File: src/spims_regs.vh
// Constants for the SPI master/slave port
`ifndef SPIMS_REGS_VH
`define SPIMS_REGS_VH
// Character length in bits
`define SPIMS_CHAR_BITS   4'h8
// Serial clock half period in system clocks (master mode)
`define SPIMS_HALF_DIV    8'h04
// Reset values
`define SPIMS_RST_BYTE    8'h00
`define SPIMS_RST_CNT     4'h0
// Bit position of the most-significant data bit
`define SPIMS_MSB_POS     7
`endif

File: src/spims_sync.v
// Two-stage synchroniser for pin inputs
`timescale 1ns/1ns
module spims_sync (
	// Clock and reset
	input  wire clk_sys_i,
	input  wire rst_n_i,
	// Asynchronous pin and synchronised copy
	input  wire async_i,
	output reg  sync_o
);
	reg meta_q;

	// First stage feeds only the second stage
	always @(posedge clk_sys_i or negedge rst_n_i) begin
		if (!rst_n_i) begin
			meta_q <= 1'b0;
			sync_o <= 1'b0;
		end else begin
			meta_q <= async_i;
			sync_o <= meta_q;
		end
	end
endmodule // spims_sync

File: src/spims_port.v
// SPI master/slave port with four clock modes and mode-fault detection
`timescale 1ns/1ns
`include "spims_regs.vh"
// Function
// - Full-duplex four-wire character link
// - One byte per eight serial clocks
// - Drive one edge, capture opposite edge
// - Slave accepts held or released select
// - Sole master: select pin input or output
// - Select low while master sets mode fault
// - Polarity only sets active clock level
// - Phase selects one of two formats
// - Edge table for four phase/polarity settings
// - Both ends use same phase and polarity
// - Master presents bit half period early
module spims_port (
	// Clock and reset
	input  wire       clk_sys_i,
	input  wire       rst_n_i,
	// Configuration
	input  wire       enable_i,
	input  wire       master_i,
	input  wire       clock_phase_i,
	input  wire       clock_polarity_select_i,
	input  wire       ss_out_en_i,
	input  wire       multi_master_i,
	// Transmit request and receive result
	input  wire       tx_start_i,
	input  wire [7:0] tx_data_i,
	output reg        busy_o,
	output reg        rx_valid_o,
	output reg  [7:0] rx_data_o,
	// Mode fault status
	input  wire       fault_clear_i,
	output reg        mode_fault_o,
	// Serial pins
	input  wire       sck_in_i,
	output reg        sck_out_o,
	output reg        sck_oe_o,
	input  wire       mosi_in_i,
	output reg        mosi_out_o,
	output reg        mosi_oe_o,
	input  wire       miso_in_i,
	output reg        miso_out_o,
	output reg        miso_oe_o,
	input  wire       ss_n_in_i,
	output reg        ss_n_out_o,
	output reg        ss_n_oe_o
);
	////////////////////////////////////////////////////////////////////////
	// Synchronised pin inputs
	wire sck_s;
	wire mosi_s;
	wire miso_s;
	wire sel_s;

	spims_sync u_sync_sck (
		.clk_sys_i (clk_sys_i),
		.rst_n_i   (rst_n_i),
		.async_i   (sck_in_i),
		.sync_o    (sck_s)
	);
	spims_sync u_sync_mosi (
		.clk_sys_i (clk_sys_i),
		.rst_n_i   (rst_n_i),
		.async_i   (mosi_in_i),
		.sync_o    (mosi_s)
	);
	spims_sync u_sync_miso (
		.clk_sys_i (clk_sys_i),
		.rst_n_i   (rst_n_i),
		.async_i   (miso_in_i),
		.sync_o    (miso_s)
	);
	spims_sync u_sync_ss (
		.clk_sys_i (clk_sys_i),
		.rst_n_i   (rst_n_i),
		.async_i   (~ss_n_in_i),
		.sync_o    (sel_s)
	);
	// Select enters inverted so that the synchronised copy is active high

	////////////////////////////////////////////////////////////////////////
	// Shared state
	localparam ST_IDLE = 2'b00;
	localparam ST_XFER = 2'b01;
	localparam ST_DONE = 2'b10;

	reg [1:0] state_q;
	reg [7:0] shift_q;
	reg [3:0] cnt_q;
	reg [7:0] div_q;
	reg       lead_q;
	reg       sck_d1_q;

	// Slave edge detection on the synchronised clock
	wire sck_rise = sck_s & ~sck_d1_q;
	wire sck_fall = ~sck_s & sck_d1_q;
	// Leading edge leaves idle level; capture on leading edge iff phase 0
	// so polarity only flips which raw edge is meant, not the format
	wire lead_edge  = clock_polarity_select_i ? sck_fall : sck_rise;
	wire trail_edge = clock_polarity_select_i ? sck_rise : sck_fall;
	wire cap_edge   = clock_phase_i ? trail_edge : lead_edge;
	wire drv_edge   = clock_phase_i ? lead_edge : trail_edge;
	wire half_tick  = (div_q == `SPIMS_HALF_DIV - 8'h01);

	wire slave_mode = enable_i & ~master_i;

	// Function: next serial bit is the MSB of the shift register
	function next_bit;
		input [7:0] v;
		next_bit = v[`SPIMS_MSB_POS];
	endfunction

	////////////////////////////////////////////////////////////////////////
	// Master and slave engine
	always @(posedge clk_sys_i or negedge rst_n_i) begin
		if (!rst_n_i) begin
			state_q      <= ST_IDLE;
			shift_q      <= `SPIMS_RST_BYTE;
			cnt_q        <= `SPIMS_RST_CNT;
			div_q        <= 8'h00;
			lead_q       <= 1'b0;
			sck_d1_q     <= 1'b0;
			busy_o       <= 1'b0;
			rx_valid_o   <= 1'b0;
			rx_data_o    <= `SPIMS_RST_BYTE;
			mode_fault_o <= 1'b0;
			sck_out_o    <= 1'b0;
			sck_oe_o     <= 1'b0;
			mosi_out_o   <= 1'b0;
			mosi_oe_o    <= 1'b0;
			miso_out_o   <= 1'b0;
			miso_oe_o    <= 1'b0;
			ss_n_out_o   <= 1'b1;
			ss_n_oe_o    <= 1'b0;
		end else begin
			sck_d1_q   <= sck_s;
			rx_valid_o <= 1'b0;
			// Fault set wins over a clear in the same cycle
			if (enable_i & master_i & multi_master_i & sel_s)
				mode_fault_o <= 1'b1;
			else if (fault_clear_i)
				mode_fault_o <= 1'b0;
			// Pin drivers follow the role; select drives only as sole master
			sck_oe_o  <= enable_i & master_i;
			mosi_oe_o <= enable_i & master_i;
			miso_oe_o <= slave_mode & sel_s;
			ss_n_oe_o <= enable_i & master_i & ss_out_en_i & ~multi_master_i;
			if (!(enable_i & master_i) || state_q == ST_IDLE)
				sck_out_o <= clock_polarity_select_i;
			case (state_q)
				ST_IDLE: begin
					busy_o     <= 1'b0;
					ss_n_out_o <= 1'b1;
					cnt_q      <= `SPIMS_RST_CNT;
					div_q      <= 8'h00;
					lead_q     <= 1'b1;
					if (enable_i & master_i & tx_start_i & ~mode_fault_o) begin
						// Select falls in the same cycle as bit 7 appears; bit 7 is on the line a half period
						// before the first capture edge in phase 0, a full period before it in phase 1
						shift_q    <= tx_data_i;
						mosi_out_o <= next_bit(tx_data_i);
						ss_n_out_o <= 1'b0;
						busy_o     <= 1'b1;
						state_q    <= ST_XFER;
					end else if (slave_mode & sel_s) begin
						shift_q    <= tx_data_i;
						miso_out_o <= next_bit(tx_data_i);
						busy_o     <= 1'b1;
						state_q    <= ST_XFER;
					end
				end
				ST_XFER: begin
					if (master_i) begin
						if (mode_fault_o | ~enable_i) begin
							state_q <= ST_IDLE; // Another master took the bus
						end else if (half_tick) begin
							div_q     <= 8'h00;
							lead_q    <= ~lead_q;
							sck_out_o <= ~sck_out_o;
							if (lead_q ^ clock_phase_i) begin
								// Capture edge of this mode
								shift_q <= {shift_q[6:0], miso_s};
								cnt_q   <= cnt_q + 4'h1;
								if (cnt_q == `SPIMS_CHAR_BITS - 4'h1)
									state_q <= ST_DONE;
							end else if (cnt_q != `SPIMS_RST_CNT || clock_phase_i) begin
								mosi_out_o <= next_bit(shift_q);
							end
						end else begin
							div_q <= div_q + 8'h01;
						end
					end else begin
						// Slave: a select release mid-character aborts it
						if (~sel_s | ~enable_i) begin
							state_q <= ST_IDLE;
						end else if (cap_edge) begin
							shift_q <= {shift_q[6:0], mosi_s};
							cnt_q   <= cnt_q + 4'h1;
							if (cnt_q == `SPIMS_CHAR_BITS - 4'h1)
								state_q <= ST_DONE;
						end else if (drv_edge & (cnt_q != `SPIMS_RST_CNT | clock_phase_i)) begin
							miso_out_o <= next_bit(shift_q);
						end
					end
				end
				ST_DONE: begin
					rx_data_o  <= shift_q;
					rx_valid_o <= 1'b1;
					cnt_q      <= `SPIMS_RST_CNT;
					if (master_i) begin
						// Wait out the trailing half period before releasing select
						if (half_tick) begin
							sck_out_o  <= clock_polarity_select_i;
							ss_n_out_o <= 1'b1;
							state_q    <= ST_IDLE;
						end else begin
							div_q      <= div_q + 8'h01;
							rx_valid_o <= 1'b0;
							rx_data_o  <= rx_data_o;
						end
						if (half_tick)
							rx_data_o <= shift_q;
						if (half_tick)
							rx_valid_o <= 1'b1;
					end else begin
						// Slave may keep select low for back-to-back characters
						state_q <= ST_IDLE;
					end
				end
				default: state_q <= ST_IDLE;
			endcase
		end
	end
endmodule // spims_port

File: config.mk
export PLATFORM = sky130hd
export DESIGN_NAME = spims_port
export DESIGN_NICKNAME = d
export VERILOG_FILES = /design/src/spims_sync.v /design/src/spims_port.v
export VERILOG_INCLUDE_DIRS = /design/src
export SDC_FILE = /design/constraint.sdc
export NUM_CORES = 1
export LEC_CHECK = 0
export ABC_AREA = 1
export BUFFER_PORTS_ARGS = -buffer_cell sky130_fd_sc_hd__buf_2
export CORE_ASPECT_RATIO = 1.2
export CORE_UTILIZATION = 40
export CTS_CLUSTER_SIZE = 8
export DETAILED_ROUTE_END_ITERATION = 10
export PLACE_DENSITY_LB_ADDON = 0.25
export SETUP_SLACK_MARGIN = 0.5
export SLEW_MARGIN = 20
export SYNTH_ARGS = -nofsm -noshare
export SYNTH_HDL_FRONTEND = slang
export SYNTH_SLANG_ARGS = --single-unit
File: constraint.sdc
create_clock -name clk_sys_i -period 1.95 [get_ports clk_sys_i]
set_input_delay 0.0975 -clock clk_sys_i [delete_from_list [all_inputs] [get_ports clk_sys_i]]
set_output_delay 0.0975 -clock clk_sys_i [all_outputs]
set_load 0.01 [all_outputs]
# == After elaboration in Yosys (flattened, before gate mapping) ==
# Index checks and enable logic that the tools add are counted.
# W data, S select, Z words.
# classes
n_bitwise,26
n_reduce_logical,20
eq_ne,30
div_mod_pow,0
mux,76
n_mul,0
n_shift,0
n_addsub,2
magnitude_cmp,0
# ops
operator,n
$mux W8,15
$mux W1,35
$ne A2 B2 Y1 const B,14
$mux W4,6
$pmux W8 S3,1
$mux W2,11
$reduce_and A7 Y1,3
$ne A3 B3 Y1 const B,6
$pmux W8 S2,1
$and A1 B1 Y1,12
$ne A4 B4 Y1 const B,3
$not A1 Y1,10
$pmux W1 S2,5
$reduce_and A5 Y1,2
$add A8 B1 Y8 const B,1
$eq A8 B2 Y1 const B,1
$pmux W4 S2,1
$reduce_bool A2 Y1,4
$pmux W2 S3,1
$reduce_and A6 Y1,1
$add A4 B1 Y4 const B,1
$eq A4 B3 Y1 const B,1
$ne A2 B1 Y1 const B,2
$reduce_and A4 Y1,1
other kinds (13),16
# totals
latchBits,0
ram_bits,0
register_bits,50
mem_bits_ro,0
n_memories,0
wordCells,179

# == Depth between registers and ports, before layout ==
# Gate-level depths: netlist (run 1).
# depth
depth_word,10
depth_mapped,11
mapped_depth_nobuf,10

# == Modules after synthesis ==
# Synthesis (run 1) repeated with hierarchy kept, for this count alone.
# unflattened
hier_cells,375
area_unflattened_um2,2816.5
# modules_own_cells
module,cells_each,area_per_inst_um2,n_inst,seq_area_each_um2
spims_port,367,2616.3,1,1052.3
spims_sync,2,50.0,4,50.0

# == Worst setup path before layout (run 1) ==
# OpenSTA, ideal clock, no wires.
# synth_timing
path_type,register to register
from,register state_q[0]
to,register cnt_q[2]
required_time_ns,1.833
stages_incl_launch_ff,11
t_arrival_ns,1.517
path_slack_ns,0.316
n_path_buf,1
synth_period_minus_slack_ns,1.634
path_cell_list,dfrtp_1 ha_1 buf_2 inv_1 nor2_2 nand2_1 o21ai_1 a21oi_2 nand3_2 nand2_1 nand2_1
# synth_between
elab_chain_len,4
# synth_rtl
element,line,rtl
"start, declared",spims_port.v:89,reg [1:0] state_q;
"start signal, assigned",spims_port.v:119,state_q <= ST_IDLE;
"start signal, assigned",spims_port.v:166,state_q <= ST_XFER;
"start signal, assigned",spims_port.v:171,state_q <= ST_XFER;
$eq A2 B2 Y1 / $logic_not A2 Y1 (equally long branches),spims_port.v:152,case (state_q)
$reduce_or A2 Y1 (no source line),n/a,
$reduce_bool A2 Y1 (no source line),n/a,
$reduce_and A6 Y1 (no source line),n/a,
"end signal, assigned",spims_port.v:156,cnt_q <= `SPIMS_RST_CNT;
"end signal, assigned",spims_port.v:185,cnt_q <= cnt_q + 4'h1;
"end signal, assigned",spims_port.v:200,cnt_q <= cnt_q + 4'h1;
"end, declared",spims_port.v:91,reg [3:0] cnt_q;
# Several ways; a longest one is shown, not always the timed one.
# A chain may end at the register's enable or synchronous reset.

# == Final worst setup path (run 1) ==
# layout_timing
from,register state_q[1]
to,register shift_q[7]
# layout_between
elab_chain_len,3
# layout_rtl
element,line,rtl
$eq A2 B1 Y1 / $logic_not A2 Y1 (equally long branches),spims_port.v:152,
"$ne A3 B3 Y1 (no source line), or another cell as far along",n/a,
$reduce_and A7 Y1 (no source line),n/a,
"end signal, assigned",spims_port.v:162,shift_q <= tx_data_i;
"end signal, assigned",spims_port.v:168,shift_q <= tx_data_i;
"end signal, assigned",spims_port.v:184,"shift_q <= {shift_q[6:0], miso_s};"
"end, declared",spims_port.v:90,reg [7:0] shift_q;
# Several ways; a longest one is shown, not always the timed one.

==> implementation parameters, run 1 <==
Parameter                              Value

Yosys
  Post-synthesis adder-cell area fraction ... 0.0307
  Fraction of the mapped netlist area in compound gates ... 0.0587
  Fraction of synthesized cell area in xor and xnor cells ... 0.00920
  Post-synthesis sequential area ratio ... 0.438
  Area share of and/or/nand/nor cells after synthesis ... 0.380
  Async S/R FF share, synth ... 1.00
  Nets in the synthesized netlist ... 404
  Synthesis warning total ... 0
  Share of the synthesized area in the top cell type ... 0.429
  Post-synth top area cell ... dfrtp_1
  Post-synthesis sequential element count ... 50
  Count of flip-flops with a built-in enable after synthesis ... 0
  Largest family of logic cells by synthesized area ... simple AND/OR/NAND/NOR gates
  Top_reg_cell synth ... dfrtp_1
  Post-synthesis instance total ... 375
  Share of cell area taken by muxes after synthesis ... 0
  Ranking of synthesized cells by area ... dfrtp_1 43%, nand2_1 18%, nand3_1 6.0%
  Distinct cell type count of the synthesized netlist ... 34
  Cell area after synthesis ... 0.00286 sq mm
  Mean post-synth cell area ... 7.62 sq um

Timing
  Unrepaired setup endpoints after global routing ... true
  Worst slew pin tran ... 0.532 ns
  Normalized max-slew margin ... 0.646
  Final Max Slew Viols ... 0
  Endpoints failing setup ... 0
  Final period util ... 0.830
  Fin crit period ... 1.62 ns
  Total negative setup slack ... 0 ns
  Fin Clk Skew ... 0.0133 ns
  Hold WS ... 0.0860 ns
  Highest attainable clock frequency ... roughly 600 MHz
  Number of endpoints with negative hold slack in the final report ... 0

Routing
  Routed len/inst ... ~14 microns
  Initial DRC Count ... ~150
  Iteration count of the initial detailed-routing pass ... 4
  Detailed-route wire length ... 7730 microns
  Remaining routing DRC violations ... 0
  Antenna Nets Post-Route ... 0
  DR vias ... around 2,800
  Routed vias/inst ... 5.00

Layout
  Combined flip-flop and latch cell area ... 0.00126 sq mm
  Layout cells sized above 1 ... 0.370
  Net count of the finished layout ... 493
  Post-Layout Inst Area ... 0.00403 sq mm
  Multi-input gate area in the final layout ... about 0.0017 sq mm
  Filler Cell Count ... 607
  Area overhead of the layout relative to synthesis ... 41.1%
  Core occupancy in the finished layout ... 0.588
  Ant. Diodes ... 0

Global route
  Pin count of the biggest net entering global routing ... 30
  Via count of the first global-routing pass ... between 2,000 and 3,000
  Global-route wire length before repair ... 12,200 microns
  Initial antenna violation count ... 0
  All-Layer GR Usage ... 0.207
  Total global routing overflow ... 0

Floorplanning
  Ports placed on the boundary ... 41
  Placement row count ... 33
  Die outline area ... around 0.0075 sq mm
  Initial Util ... 0.417
  Die Wd ... 79.1 microns
  Core region area ... 0.00685 sq mm
  Die span in y ... 94.6 microns

Critical path
  Minimum setup slack among reg-to-reg paths ... 0.33 ns
  Worst Reg2Reg Path Length in Cells ... 10
  Launching element type of the critical path ... flop
  Critical Path Sink Type ... flop
  Worst-path maximum fanout ... 8
  Crit path required time ... 2.15 ns
  Capturing point of the worst reg2reg path ... shift_q[7]
  Endpoint arrival time on the critical path ... roughly 1.8 ns
  Beginning of the worst register-to-register path ... state_q[1]
  Worst setup path category ... reg -> reg

Pwr
  Largest voltage drop on the vdd net ... 478 uV
  Leakage power ... 2.05 nW
  Cell area power density ... about 1100 mW/mm^2

Hold path
  Hold-critical path endpoint ... mosi_oe_o
  Beginning of the worst hold path ... master_i
  Hold Path Depth ... 3
  Kind of path behind the tightest hold check ... in -> reg

Outcome
  Outcome ... complete, no violations

Place
  Number of buffers added on ports ... 40
  RD Place Congestion ... 0.845
  Detail Placement HPWL ... 4890 microns
  Placed cell areas ... 0.00320 sq mm

Clock network
  Clock-pin slew on the worst setup and hold paths ... 0.09 ns
  Clock buffer count from CTS ... 5
  H-tree depth ... 2
  Clock Tree Buf Depth ... 2
  Clock latency on the worst-skew pair ... around 0.32 ns
  CTS tree ... done
  Clk sinks ... 50
  Library cell used as clock root buffer ... clkbuf_8

Run
  Max-cap check violation count ... 0
per-layer routing:
layer  global-route usage  part of all wire  vias to the layer above  wire length (microns)
met5                    0                 0                        -                      0
met4               0.0667             0.015                        0                    117
met3               0.0309             0.026                       13                    202
met2                0.376              0.54                       61                   4160
met1                0.249              0.42                     1309                   3260
li1                     -                 -                     1378                      -
cell type report:
type / instances / share of cell area
multi-input combinational: 276 / 0.416
sequential: 50 / 0.312
timing repair buffer: 91 / 0.176
inverter: 40 / 0.0425
tap: 87 / 0.0270
clock buffer: 7 / 0.0189
clock inverter: 1 / 0.00745
worst max-delay path, stage by stage, from the launching register on:
cell and delay, ns:
dfrtp_1 0.40, inv_2 0.11, ha_4 0.24, inv_6 0.06
nor2_4 0.15, nand2_2 0.11, nand3b_4 0.14, nor2_8 0.05
buf_12 0.13, nand4_1 0.06, nand2_1 0.06
how the worst max path moves through the flow:
| stage | start | end | slack (ns) |
|---|---|---|---|
| 6_report | state_q[1] | shift_q[7] | 0.33 |
| 5_1_grt | state_q[1] | div_q[3] | 0.23 |
| 4_1_cts | state_q[1] | shift_q[7] | 0.35 |
| 3_5_place_dp | state_q[1] | div_q[4] | 0.07 |
| 3_3_place_gp | state_q[1] | div_q[4] | 0.15 |
| 2_1_floorplan | state_q[1] | cnt_q[2] | 0.41 |
cells in the mapped netlist (2+ instances only):
library cell and number:
nand4_1 19, inv_1 38, nand3_2 2, o21ai_0 11
clkbuf_8 2, xnor2_1 2, ha_1 7, dfrtp_1 49
nand3_1 34, buf_4 3, o21ai_1 5, nor2_1 25
a21oi_1 11, buf_2 3, nor2_2 5, nor2_8 2
nand2_1 135, nand2_2 6
what timing repair did:
| item | in CTS | in global routing |
|---|---|---|
| hold buffers | 8 | 0 |
| hold endpoints to repair | 26 | 0 |
| endpoints found under the setup margin | 36 | 35 |
| buffers inserted | 25 | 11 |
| gates cloned | 1 | 2 |
| pin swaps | 24 | 30 |
| gates resized for setup | 26 | 62 |
stage by stage:
step / total power, mW / cells / setup WS (ns)
detailed placement: 2.98 / 497 / 0.0684
CTS: 4.20 / 539 / 0.347
global placement: 2.94 / 497 / 0.151
finish: 4.50 / 552 / 0.332
global route: 4.80 / 552 / 0.230
floorplan: 2.60 / 375 / 0.407
layout by cell type (no fill, tap or decap), types with 5 or more instances in the layout:
master,synthesis,routed
dfrtp_1,49,44
dfrtp_2,0,5
nor2_2,5,6
buf_4,3,31
nand2_1,135,115
a21oi_2,1,5
nor2_1,25,18
inv_1,38,31
clkbuf_8,2,5
o21ai_1,5,8
buf_12,0,5
a21oi_1,11,7
buf_6,1,5
nand2_4,0,9
nand4_1,19,19
buf_2,3,40
nand3_1,34,31
inv_4,1,5
nor2_4,1,8
dlygate4sd3_1,0,8
nand2_2,6,17
cell families (layout without fill, tap and decap cells):
kind of cell	Yosys count	after routing
and+or+nand+nor	234	236
xor gates and xnor gates	3	3
AOI/OAI and AO/OA	30	30
adders and majority gates	7	7
buffers and inverters	51	139
DFF	50	50
sequential cells by signal, summed over array words and instances, names as in the netlist, 2 cells and up:
signal / flops
state_q: 2
div_q: 8
cnt_q: 4
rx_data_o: 8
shift_q: 8
power breakdown:
| group | internal [mW] | total (mW) | switching, mW |
|---|---|---|---|
| clock | 0.385 | 0.746 | 0.361 |
| combinational | 1.03 | 2.34 | 1.31 |
| sequential | 1.24 | 1.41 | 0.178 |
Power figures use the tool's default switching activity.
==> inputs of run 2 (changes only) <==
--- a/config.mk
+++ b/config.mk
@@ -6,7 +6,7 @@
 export SDC_FILE = /design/constraint.sdc
 export NUM_CORES = 1
 export LEC_CHECK = 0
-export ABC_AREA = 1
+export ABC_AREA = 0
 export BUFFER_PORTS_ARGS = -buffer_cell sky130_fd_sc_hd__buf_2
 export CORE_ASPECT_RATIO = 1.2
 export CORE_UTILIZATION = 40
==> constraint.sdc (replaced) <==
create_clock -name clk_sys_i -period 1.4 [get_ports clk_sys_i]
set_input_delay 0.07 -clock clk_sys_i [delete_from_list [all_inputs] [get_ports clk_sys_i]]
set_output_delay 0.07 -clock clk_sys_i [all_outputs]
set_load 0.01 [all_outputs]
==> run 2 against run 1 <==
The flow now finishes with violations (setup timing). First-iteration DRC count is 48% lower. Power rose by 44%. Setup slack worse by 0.83 ns. Area after synthesis shrank 9.6%. Utilization up 7.6 points. Final cell count fell by 19%. Die area is 9.4% lower. Via count decreased by 19%. Sequential power is 42% higher. Critical path type unchanged. Largest cell class unchanged.
==> implementation parameters, run 2 <==
Parameter                              Value

Outcome
  Outcome ... finished, violations left
  Failing checks ... setup timing

Timing
  Normalized max-slew margin ... 0.756 (+0.110)
  Fin Clk Skew ... 0.00315 ns (-0.0101 ns)
  Highest attainable clock frequency ... 526 MHz (-15%)
  Fin crit period ... 1.90 ns (+0.285 ns)
  Number of endpoints with negative hold slack in the final report ... 0 (unchanged)
  Final period util ... 1.36 (+0.529)
  Final Max Slew Viols ... 0 (unchanged)
  Endpoints failing setup ... 36 (+36)
  Worst slew pin tran ... 0.365 ns (-0.167 ns)
  Unrepaired setup endpoints after global routing ... true
  Setup slack of the critical path after layout ... -0.502 ns (-0.835 ns)

Floorplanning
  Core region area ... 0.00613 sq mm (-11%)
  Initial Util ... 0.421 (+0.00464)
  Die outline area ... 0.00678 sq mm (-9.4%)
  Die Wd ... 75.4 microns (-4.8%)
  Ports placed on the boundary ... 41 (unchanged)
  Placement row count ... 31 (-6.1%)
  Die span in y ... 90.0 microns (-4.8%)

Pwr
  Cell area power density ... 1590 mW/mm^2 (+43%)
  Largest voltage drop on the vdd net ... 1110 uV (+130%)
  Leakage power ... 1.98 nW (-3.6%)
  Overall power of the completed layout ... 6.47 mW (+44%)

Layout
  Area overhead of the layout relative to synthesis ... 57.5%
  Post-Layout Inst Area ... 0.00407 sq mm (+0.93%)
  Commonest cells after routing, fill and taps aside ... 65 x buf_4, 48 x dfrtp_1, 36 x buf_2
  Layout cells sized above 1 ... 0.580 (+0.210)
  Ant. Diodes ... 0 (unchanged)
  Net count of the finished layout ... 392 (-20%)
  Commonest non-fill, non-tap cell in the layout ... buf_4
  Largest registers ranked by flip-flop count ... div_q x8, rx_data_o x8, shift_q x8

Yosys
  Post-synth top area cell ... dfrtp_1
  Top_reg_cell synth ... dfrtp_1
  Async S/R FF share, synth ... 1.00 (unchanged)
  Ranking of synthesized cells by area ... dfrtp_1 47%, mux2_2 10%, ha_1 3.4%
  Most frequent cells after synthesis ... 49 x dfrtp_1, 24 x mux2_2, 22 x nand2_1
  Synthesis warning total ... 0 (unchanged)
  Nets in the synthesized netlist ... 260 (-36%)
  Post-synthesis sequential area ratio ... 0.485 (+0.0465)
  Count of flip-flops with a built-in enable after synthesis ... 0 (unchanged)
  Mean post-synth cell area ... 11.2 sq um (+47%)
  Distinct cell type count of the synthesized netlist ... 60 (+76%)
  Post-synthesis sequential element count ... 50 (unchanged)
  Post-synthesis instance total ... 231 (-38%)
  Cell area after synthesis ... 0.00258 sq mm (-9.6%)
  Share of the synthesized area in the top cell type ... 0.475 (+0.0455)
  Most numerous cell in the Yosys netlist ... dfrtp_1

Routing
  Remaining routing DRC violations ... 0 (unchanged)
  Iteration count of the initial detailed-routing pass ... 4 (unchanged)
  Detailed-route wire length ... 6400 microns (-17%)
  Initial DRC Count ... 76 (-48%)
  Antenna Nets Post-Route ... 0 (unchanged)
  Routed len/inst ... 14.3 microns (+2.4%)
  DR vias ... 2,250 (-19%)
  Routed vias/inst ... 5.04 (+0.86%)

Clock network
  H-tree depth ... 2 (unchanged)
  Clock-pin slew on the worst setup and hold paths ... 0.09 ns (about the same)
  Clock Tree Buf Depth ... 2 (unchanged)
  Clk sinks ... 50 (unchanged)
  Library cell used as clock root buffer ... clkbuf_8
  Clock buffer count from CTS ... 5 (unchanged)
  CTS tree ... done
  Clock latency on the worst-skew pair ... 0.30 ns (-0.02 ns)

Place
  Minimum setup slack after placement ... -0.542 ns (-0.610 ns)
  RD Place Congestion ... 0.794 (-6.1%)
  Placed cell areas ... 0.00343 sq mm (+7.4%)
  Detail Placement HPWL ... 4250 microns (-13%)
  Number of buffers added on ports ... 40 (unchanged)

Critical path
  Launching element type of the critical path ... flop
  Crit path required time ... 1.59 ns (-0.56 ns)
  Worst setup path category ... reg -> reg
  Critical Path Sink Type ... flop
  Worst-path maximum fanout ... 6 (-2)
  Endpoint arrival time on the critical path ... 2.09 ns (+0.27 ns)

Global route
  Initial antenna violation count ... 0 (unchanged)
  Pin count of the biggest net entering global routing ... 51 (+70%)
  All-Layer GR Usage ... 0.199 (-0.00825)
  Via count of the first global-routing pass ... 2,242 (-14%)
  Total global routing overflow ... 0 (unchanged)
  Global-route wire length before repair ... 10,500 microns (-14%)

Run
  Max-cap check violation count ... 0 (unchanged)

Hold path
  Kind of path behind the tightest hold check ... in -> reg
[run 2: cell count changes after synthesis, moves of 5 or more]
cell,delta
inv_1,-26
mux2i_1,+5
mux2_2,+24
nand2_1,-113
nand2_2,-6
a21oi_1,-6
o21ai_0,-5
nand4_1,-17
o21ai_1,-5
nor2_1,-13
nand3_1,-27
[run 2: power breakdown]
group / internal (mW) / switching [mW]
sequential: 1.77 / 0.227
combinational: 2.00 / 1.46
clock: 0.534 / 0.475
[run 2: timing repair]
| action | CTS | global route |
|---|---|---|
| pin swaps | 10 | 12 |
| hold buffers | 7 | 0 |
| setup endpoints to repair | 53 | 58 |
| setup buffers | 14 | 7 |
| hold endpoints to repair | 55 | 0 |
| cloned | 1 | 0 |
| gates resized for setup | 23 | 43 |
[run 2: cells by family (layout without fill, tap and decap cells)]
kind of cell	Yosys count	after routing	share of synthesized area
and+or+nand+nor	74	75	0.163
DFF	50	50	0.485
AOI/OAI and AO/OA	47	47	0.146
muxes	30	30	0.130
buffers and inverters	21	153	0.0349
adders and majority gates	7	7	0.0339
xor gates and xnor gates	2	2	0.00678
[run 2: final cells by class]
| cell class | instances | area, sq um |
|---|---|---|
| Fill cell | 494 | 2060 |
| Multi-Input combinational cell | 161 | 1510 |
| Sequential cell | 50 | 1250 |
| Timing Repair Buffer | 133 | 1040 |
| Tap cell | 82 | 103 |
| Clock buffer | 6 | 72.6 |
| Inverter | 12 | 47.5 |
| Clock inverter | 2 | 37.5 |
[run 2: worst max-delay path, stage by stage (launching register included)]
cell	delay (ns)
dfrtp_1	0.39
ha_2	0.19
nor4b_4	0.14
a21bo_2	0.24
a211o_4	0.37
buf_6	0.15
a221o_1	0.30
[run 2: path summary, 6_finish.rpt]
path / startpoint / slack (ns) / end / depth (start not counted)
max in group asynchronous: rst_n_i / 0.86 / ss_n_out_o / 3
hold / removal: ss_out_en_i / 0.02 / ss_n_oe_o / 2
min in group asynchronous: rst_n_i / 0.28 / sck_d1_q / 3
hold reg to reg: u_sync_mosi.meta_q / 0.36 / u_sync_mosi.sync_o / 0
setup / recovery: div_q[1] / -0.50 / div_q[7] / 6
setup reg to reg: div_q[1] / -0.50 / div_q[7] / 6
[run 2: metrics by stage]
step	instances	util	setup TNS [ns]	hold slack (ns)
after floorplan	231	-	-9.07	-0.226
after global placement	409	0.560	-12.25	0.0821
after detailed placement	409	0.560	-13.29	0.0795
after CTS	439	0.622	-13.18	0.00987
after global routing	446	0.664	-17.29	0.00870
final	446	0.664	-13.93	0.0172
[run 2: layer usage]
metal	wire length (microns)	part of all wire	track usage	vias up
met5	0	0	0	-
met4	73	0.011	0.0602	0
met3	188	0.029	0.0437	8
met2	3290	0.51	0.312	40
met1	2840	0.44	0.272	1098
li1	-	-	-	1104
==> inputs of run 3 (changes only) <==
--- a/config.mk
+++ b/config.mk
@@ -10,6 +10,7 @@
 export BUFFER_PORTS_ARGS = -buffer_cell sky130_fd_sc_hd__buf_2
 export CORE_ASPECT_RATIO = 1.2
 export CORE_UTILIZATION = 40
+export CTS_BUF_LIST = sky130_fd_sc_hd__clkbuf_4 sky130_fd_sc_hd__clkbuf_8 sky130_fd_sc_hd__clkbuf_16
 export CTS_CLUSTER_SIZE = 8
 export DETAILED_ROUTE_END_ITERATION = 10
 export PLACE_DENSITY_LB_ADDON = 0.25
==> run 3 against run 2 <==
First-iteration DRC count shrank 11%. Clock-buffer cell count stayed put. The flow still finishes with violations (setup timing). Die area unchanged. Sequential share of layout area about the same. Largest cell class unchanged. Final cell count unchanged. Setup slack gained 0.00055 ns. Critical endpoint unchanged. Global-route usage hardly changed. Non-clock buffer count did not move. Worst hold slack hardly changed. Sequential power barely moved. Clock power about the same.
==> implementation parameters, run 3 (synthesis results as in run 2) <==
Parameter                              Value

Outcome
  Outcome ... finished, violations left
  Failing checks ... setup timing

Routing
  Routed len/inst ... 14.5 microns (+0.73%)
  Remaining routing DRC violations ... 0 (unchanged)
  Routed vias/inst ... 5.04 (-0.13%)
  Antenna Nets Post-Route ... 0 (unchanged)
  DR vias ... 2,247 (-0.13%)
  Iteration count of the initial detailed-routing pass ... 4 (unchanged)
  Detailed-route wire length ... 6450 microns (+0.73%)
  Initial DRC Count ... 68 (-11%)

Global route
  All-Layer GR Usage ... 0.200 (+0.000457)
  Global-route wire length before repair ... 10,500 microns (+0.27%)
  Via count of the first global-routing pass ... 2,247 (+0.22%)
  Pin count of the biggest net entering global routing ... 51 (unchanged)
  Total global routing overflow ... 0 (unchanged)
  Initial antenna violation count ... 0 (unchanged)

Timing
  Endpoints failing setup ... 36 (unchanged)
  Final period util ... 1.36 (about the same)
  Highest attainable clock frequency ... 526 MHz (about the same)
  Unrepaired setup endpoints after global routing ... true
  Total negative setup slack ... -13.91 ns (+0.0167 ns)
  Fin Clk Skew ... 0.00481 ns (+0.00167 ns)
  Fin crit period ... 1.90 ns (-0.000550 ns)
  Setup slack of the critical path after layout ... -0.502 ns (+0.000550 ns)
  Normalized max-slew margin ... 0.754 (-0.00209)
  Final Max Slew Viols ... 0 (unchanged)
  Number of endpoints with negative hold slack in the final report ... 0 (unchanged)
  Worst slew pin tran ... 0.368 ns (+0.00312 ns)

Critical path
  Launching element type of the critical path ... flop
  Crit path required time ... 1.59 ns (about the same)
  Critical Path Sink Type ... flop
  Endpoint arrival time on the critical path ... 2.09 ns (about the same)
  Worst setup path category ... reg -> reg
  Worst-path maximum fanout ... 6 (unchanged)

Place
  Detail Placement HPWL ... 4250 microns (unchanged)
  RD Place Congestion ... 0.794 (unchanged)
  Number of buffers added on ports ... 40 (unchanged)
  Minimum setup slack after placement ... -0.542 ns (unchanged)

Pwr
  Combinational power share ... 0.533 (-0.002)
  Seq pwr share ... 0.308 (about the same)
  Cell area power density ... 1590 mW/mm^2 (+0.29%)
  Clock power frac ... 0.159 (+0.003)
  Largest voltage drop on the vdd net ... 1090 uV (-1.3%)
  Leakage power ... 1.98 nW (+0.17%)
  Internal power ... 4.32 mW (+0.45%)
  Switching part of the total ... 0.334 (-0.000488)
  Total net switching power ... 2.17 mW (+0.23%)

Floorplanning
  Ports placed on the boundary ... 41 (unchanged)
  Core region area ... 0.00613 sq mm (unchanged)
  Initial Util ... 0.421 (unchanged)
  Die Wd ... 75.4 microns (unchanged)
  Die outline area ... 0.00678 sq mm (unchanged)
  Die span in y ... 90.0 microns (unchanged)
  Placement row count ... 31 (unchanged)

Layout
  Ant. Diodes ... 0 (unchanged)
  Layout cells sized above 1 ... 0.582 (+0.00275)
  Largest registers ranked by flip-flop count ... div_q x8, rx_data_o x8, shift_q x8
  Commonest cells after routing, fill and taps aside ... 65 x buf_4, 48 x dfrtp_1, 36 x buf_2
  Area overhead of the layout relative to synthesis ... 57.7% (about the same)
  Combined flip-flop and latch cell area ... 0.00125 sq mm (unchanged)
  Multi-input gate area in the final layout ... 0.00151 sq mm (unchanged)
  Net count of the finished layout ... 392 (unchanged)
  Commonest non-fill, non-tap cell in the layout ... buf_4
  Filler Cell Count ... 493 (-0.20%)

Run
  Max-cap check violation count ... 0 (unchanged)

Clock network
  CTS tree ... done
  Clock latency on the worst-skew pair ... 0.30 ns (about the same)
  Clock-pin slew on the worst setup and hold paths ... 0.09 ns (about the same)
  Library cell used as clock root buffer ... clkbuf_8
  Clk sinks ... 50 (unchanged)
  H-tree depth ... 2 (unchanged)
  Clock buffer count from CTS ... 5 (unchanged)
  Clock Tree Buf Depth ... 2 (unchanged)

Hold path
  Kind of path behind the tightest hold check ... in -> reg
run 3: cell count changes in the layout (fill, tap and decap cells not counted):
cell	before	now
clkbuf_1	1	0
clkbuf_4	0	1
run 3: path summary, 6_finish.rpt:
kind | to | start | depth (start not counted) | slack, ns
max in group asynchronous | ss_n_out_o | rst_n_i | 3 | 0.85
worst max register to register | div_q[7] | div_q[1] | 6 | -0.50
worst min register to register | u_sync_mosi.sync_o | u_sync_mosi.meta_q | 0 | 0.36
min in group asynchronous | sck_d1_q | rst_n_i | 3 | 0.28
worst max-delay path | div_q[7] | div_q[1] | 6 | -0.50
worst min-delay path | ss_n_oe_o | ss_out_en_i | 2 | 0.02
run 3: timing repair:
action                     CTS  global route
pin swaps                   10            12
resized for setup           23            43
cloned                       1             0
setup buffers               14             7
setup endpoints to repair   53            58
hold endpoints to repair    55             0
hold buffers                 7             0
run 3: area by class of cell:
cell class | count | share of cell area
clock buffer | 6 | 0.0187
clock inverter | 2 | 0.00922
inverter | 12 | 0.0117
multi-input combinational | 161 | 0.372
sequential | 50 | 0.308
tap | 82 | 0.0252
timing repair buffer | 133 | 0.256
run 3: per-layer routing:
metal | up-vias | GRT usage | part of all wire
met4 | 0 | 0.0602 | 0.011
met1 | 1093 | 0.274 | 0.45
met5 | - | 0 | 0
met2 | 44 | 0.312 | 0.51
li1 | 1102 | - | -
met3 | 8 | 0.0437 | 0.033
run 3: worst max-delay path, stage by stage (launching register included):
cell     delay, ns
dfrtp_1       0.39
ha_2          0.19
nor4b_4       0.14
a21bo_2       0.24
a211o_4       0.37
buf_6         0.15
a221o_1       0.30
run 3: power groups by stage:
| stage | Sequential (mW) | Clock [mW] | Combinational (mW) |
|---|---|---|---|
| after floorplan | 2.04 | 0 | 1.66 |
| after global placement | 2.01 | 0 | 2.63 |
| after detailed placement | 2.02 | 0 | 2.67 |
| after CTS | 1.99 | 1.07 | 2.99 |
| after global routing | 2.05 | 1.12 | 3.74 |
| final | 2.00 | 1.03 | 3.46 |
run 3: metrics by stage:
step                utilization  total power, mW  cell area (sq um)  instances  hold WS (ns)
finish                    0.664             6.49               4070        446        0.0169
global route              0.664             6.91               4070        446       0.00870
CTS                       0.623             6.05               3820        439       0.00987
detailed placement        0.560             4.69               3430        409        0.0795
global placement          0.560             4.64               3430        409        0.0821
floorplan                     -             3.70               2700        231        -0.226
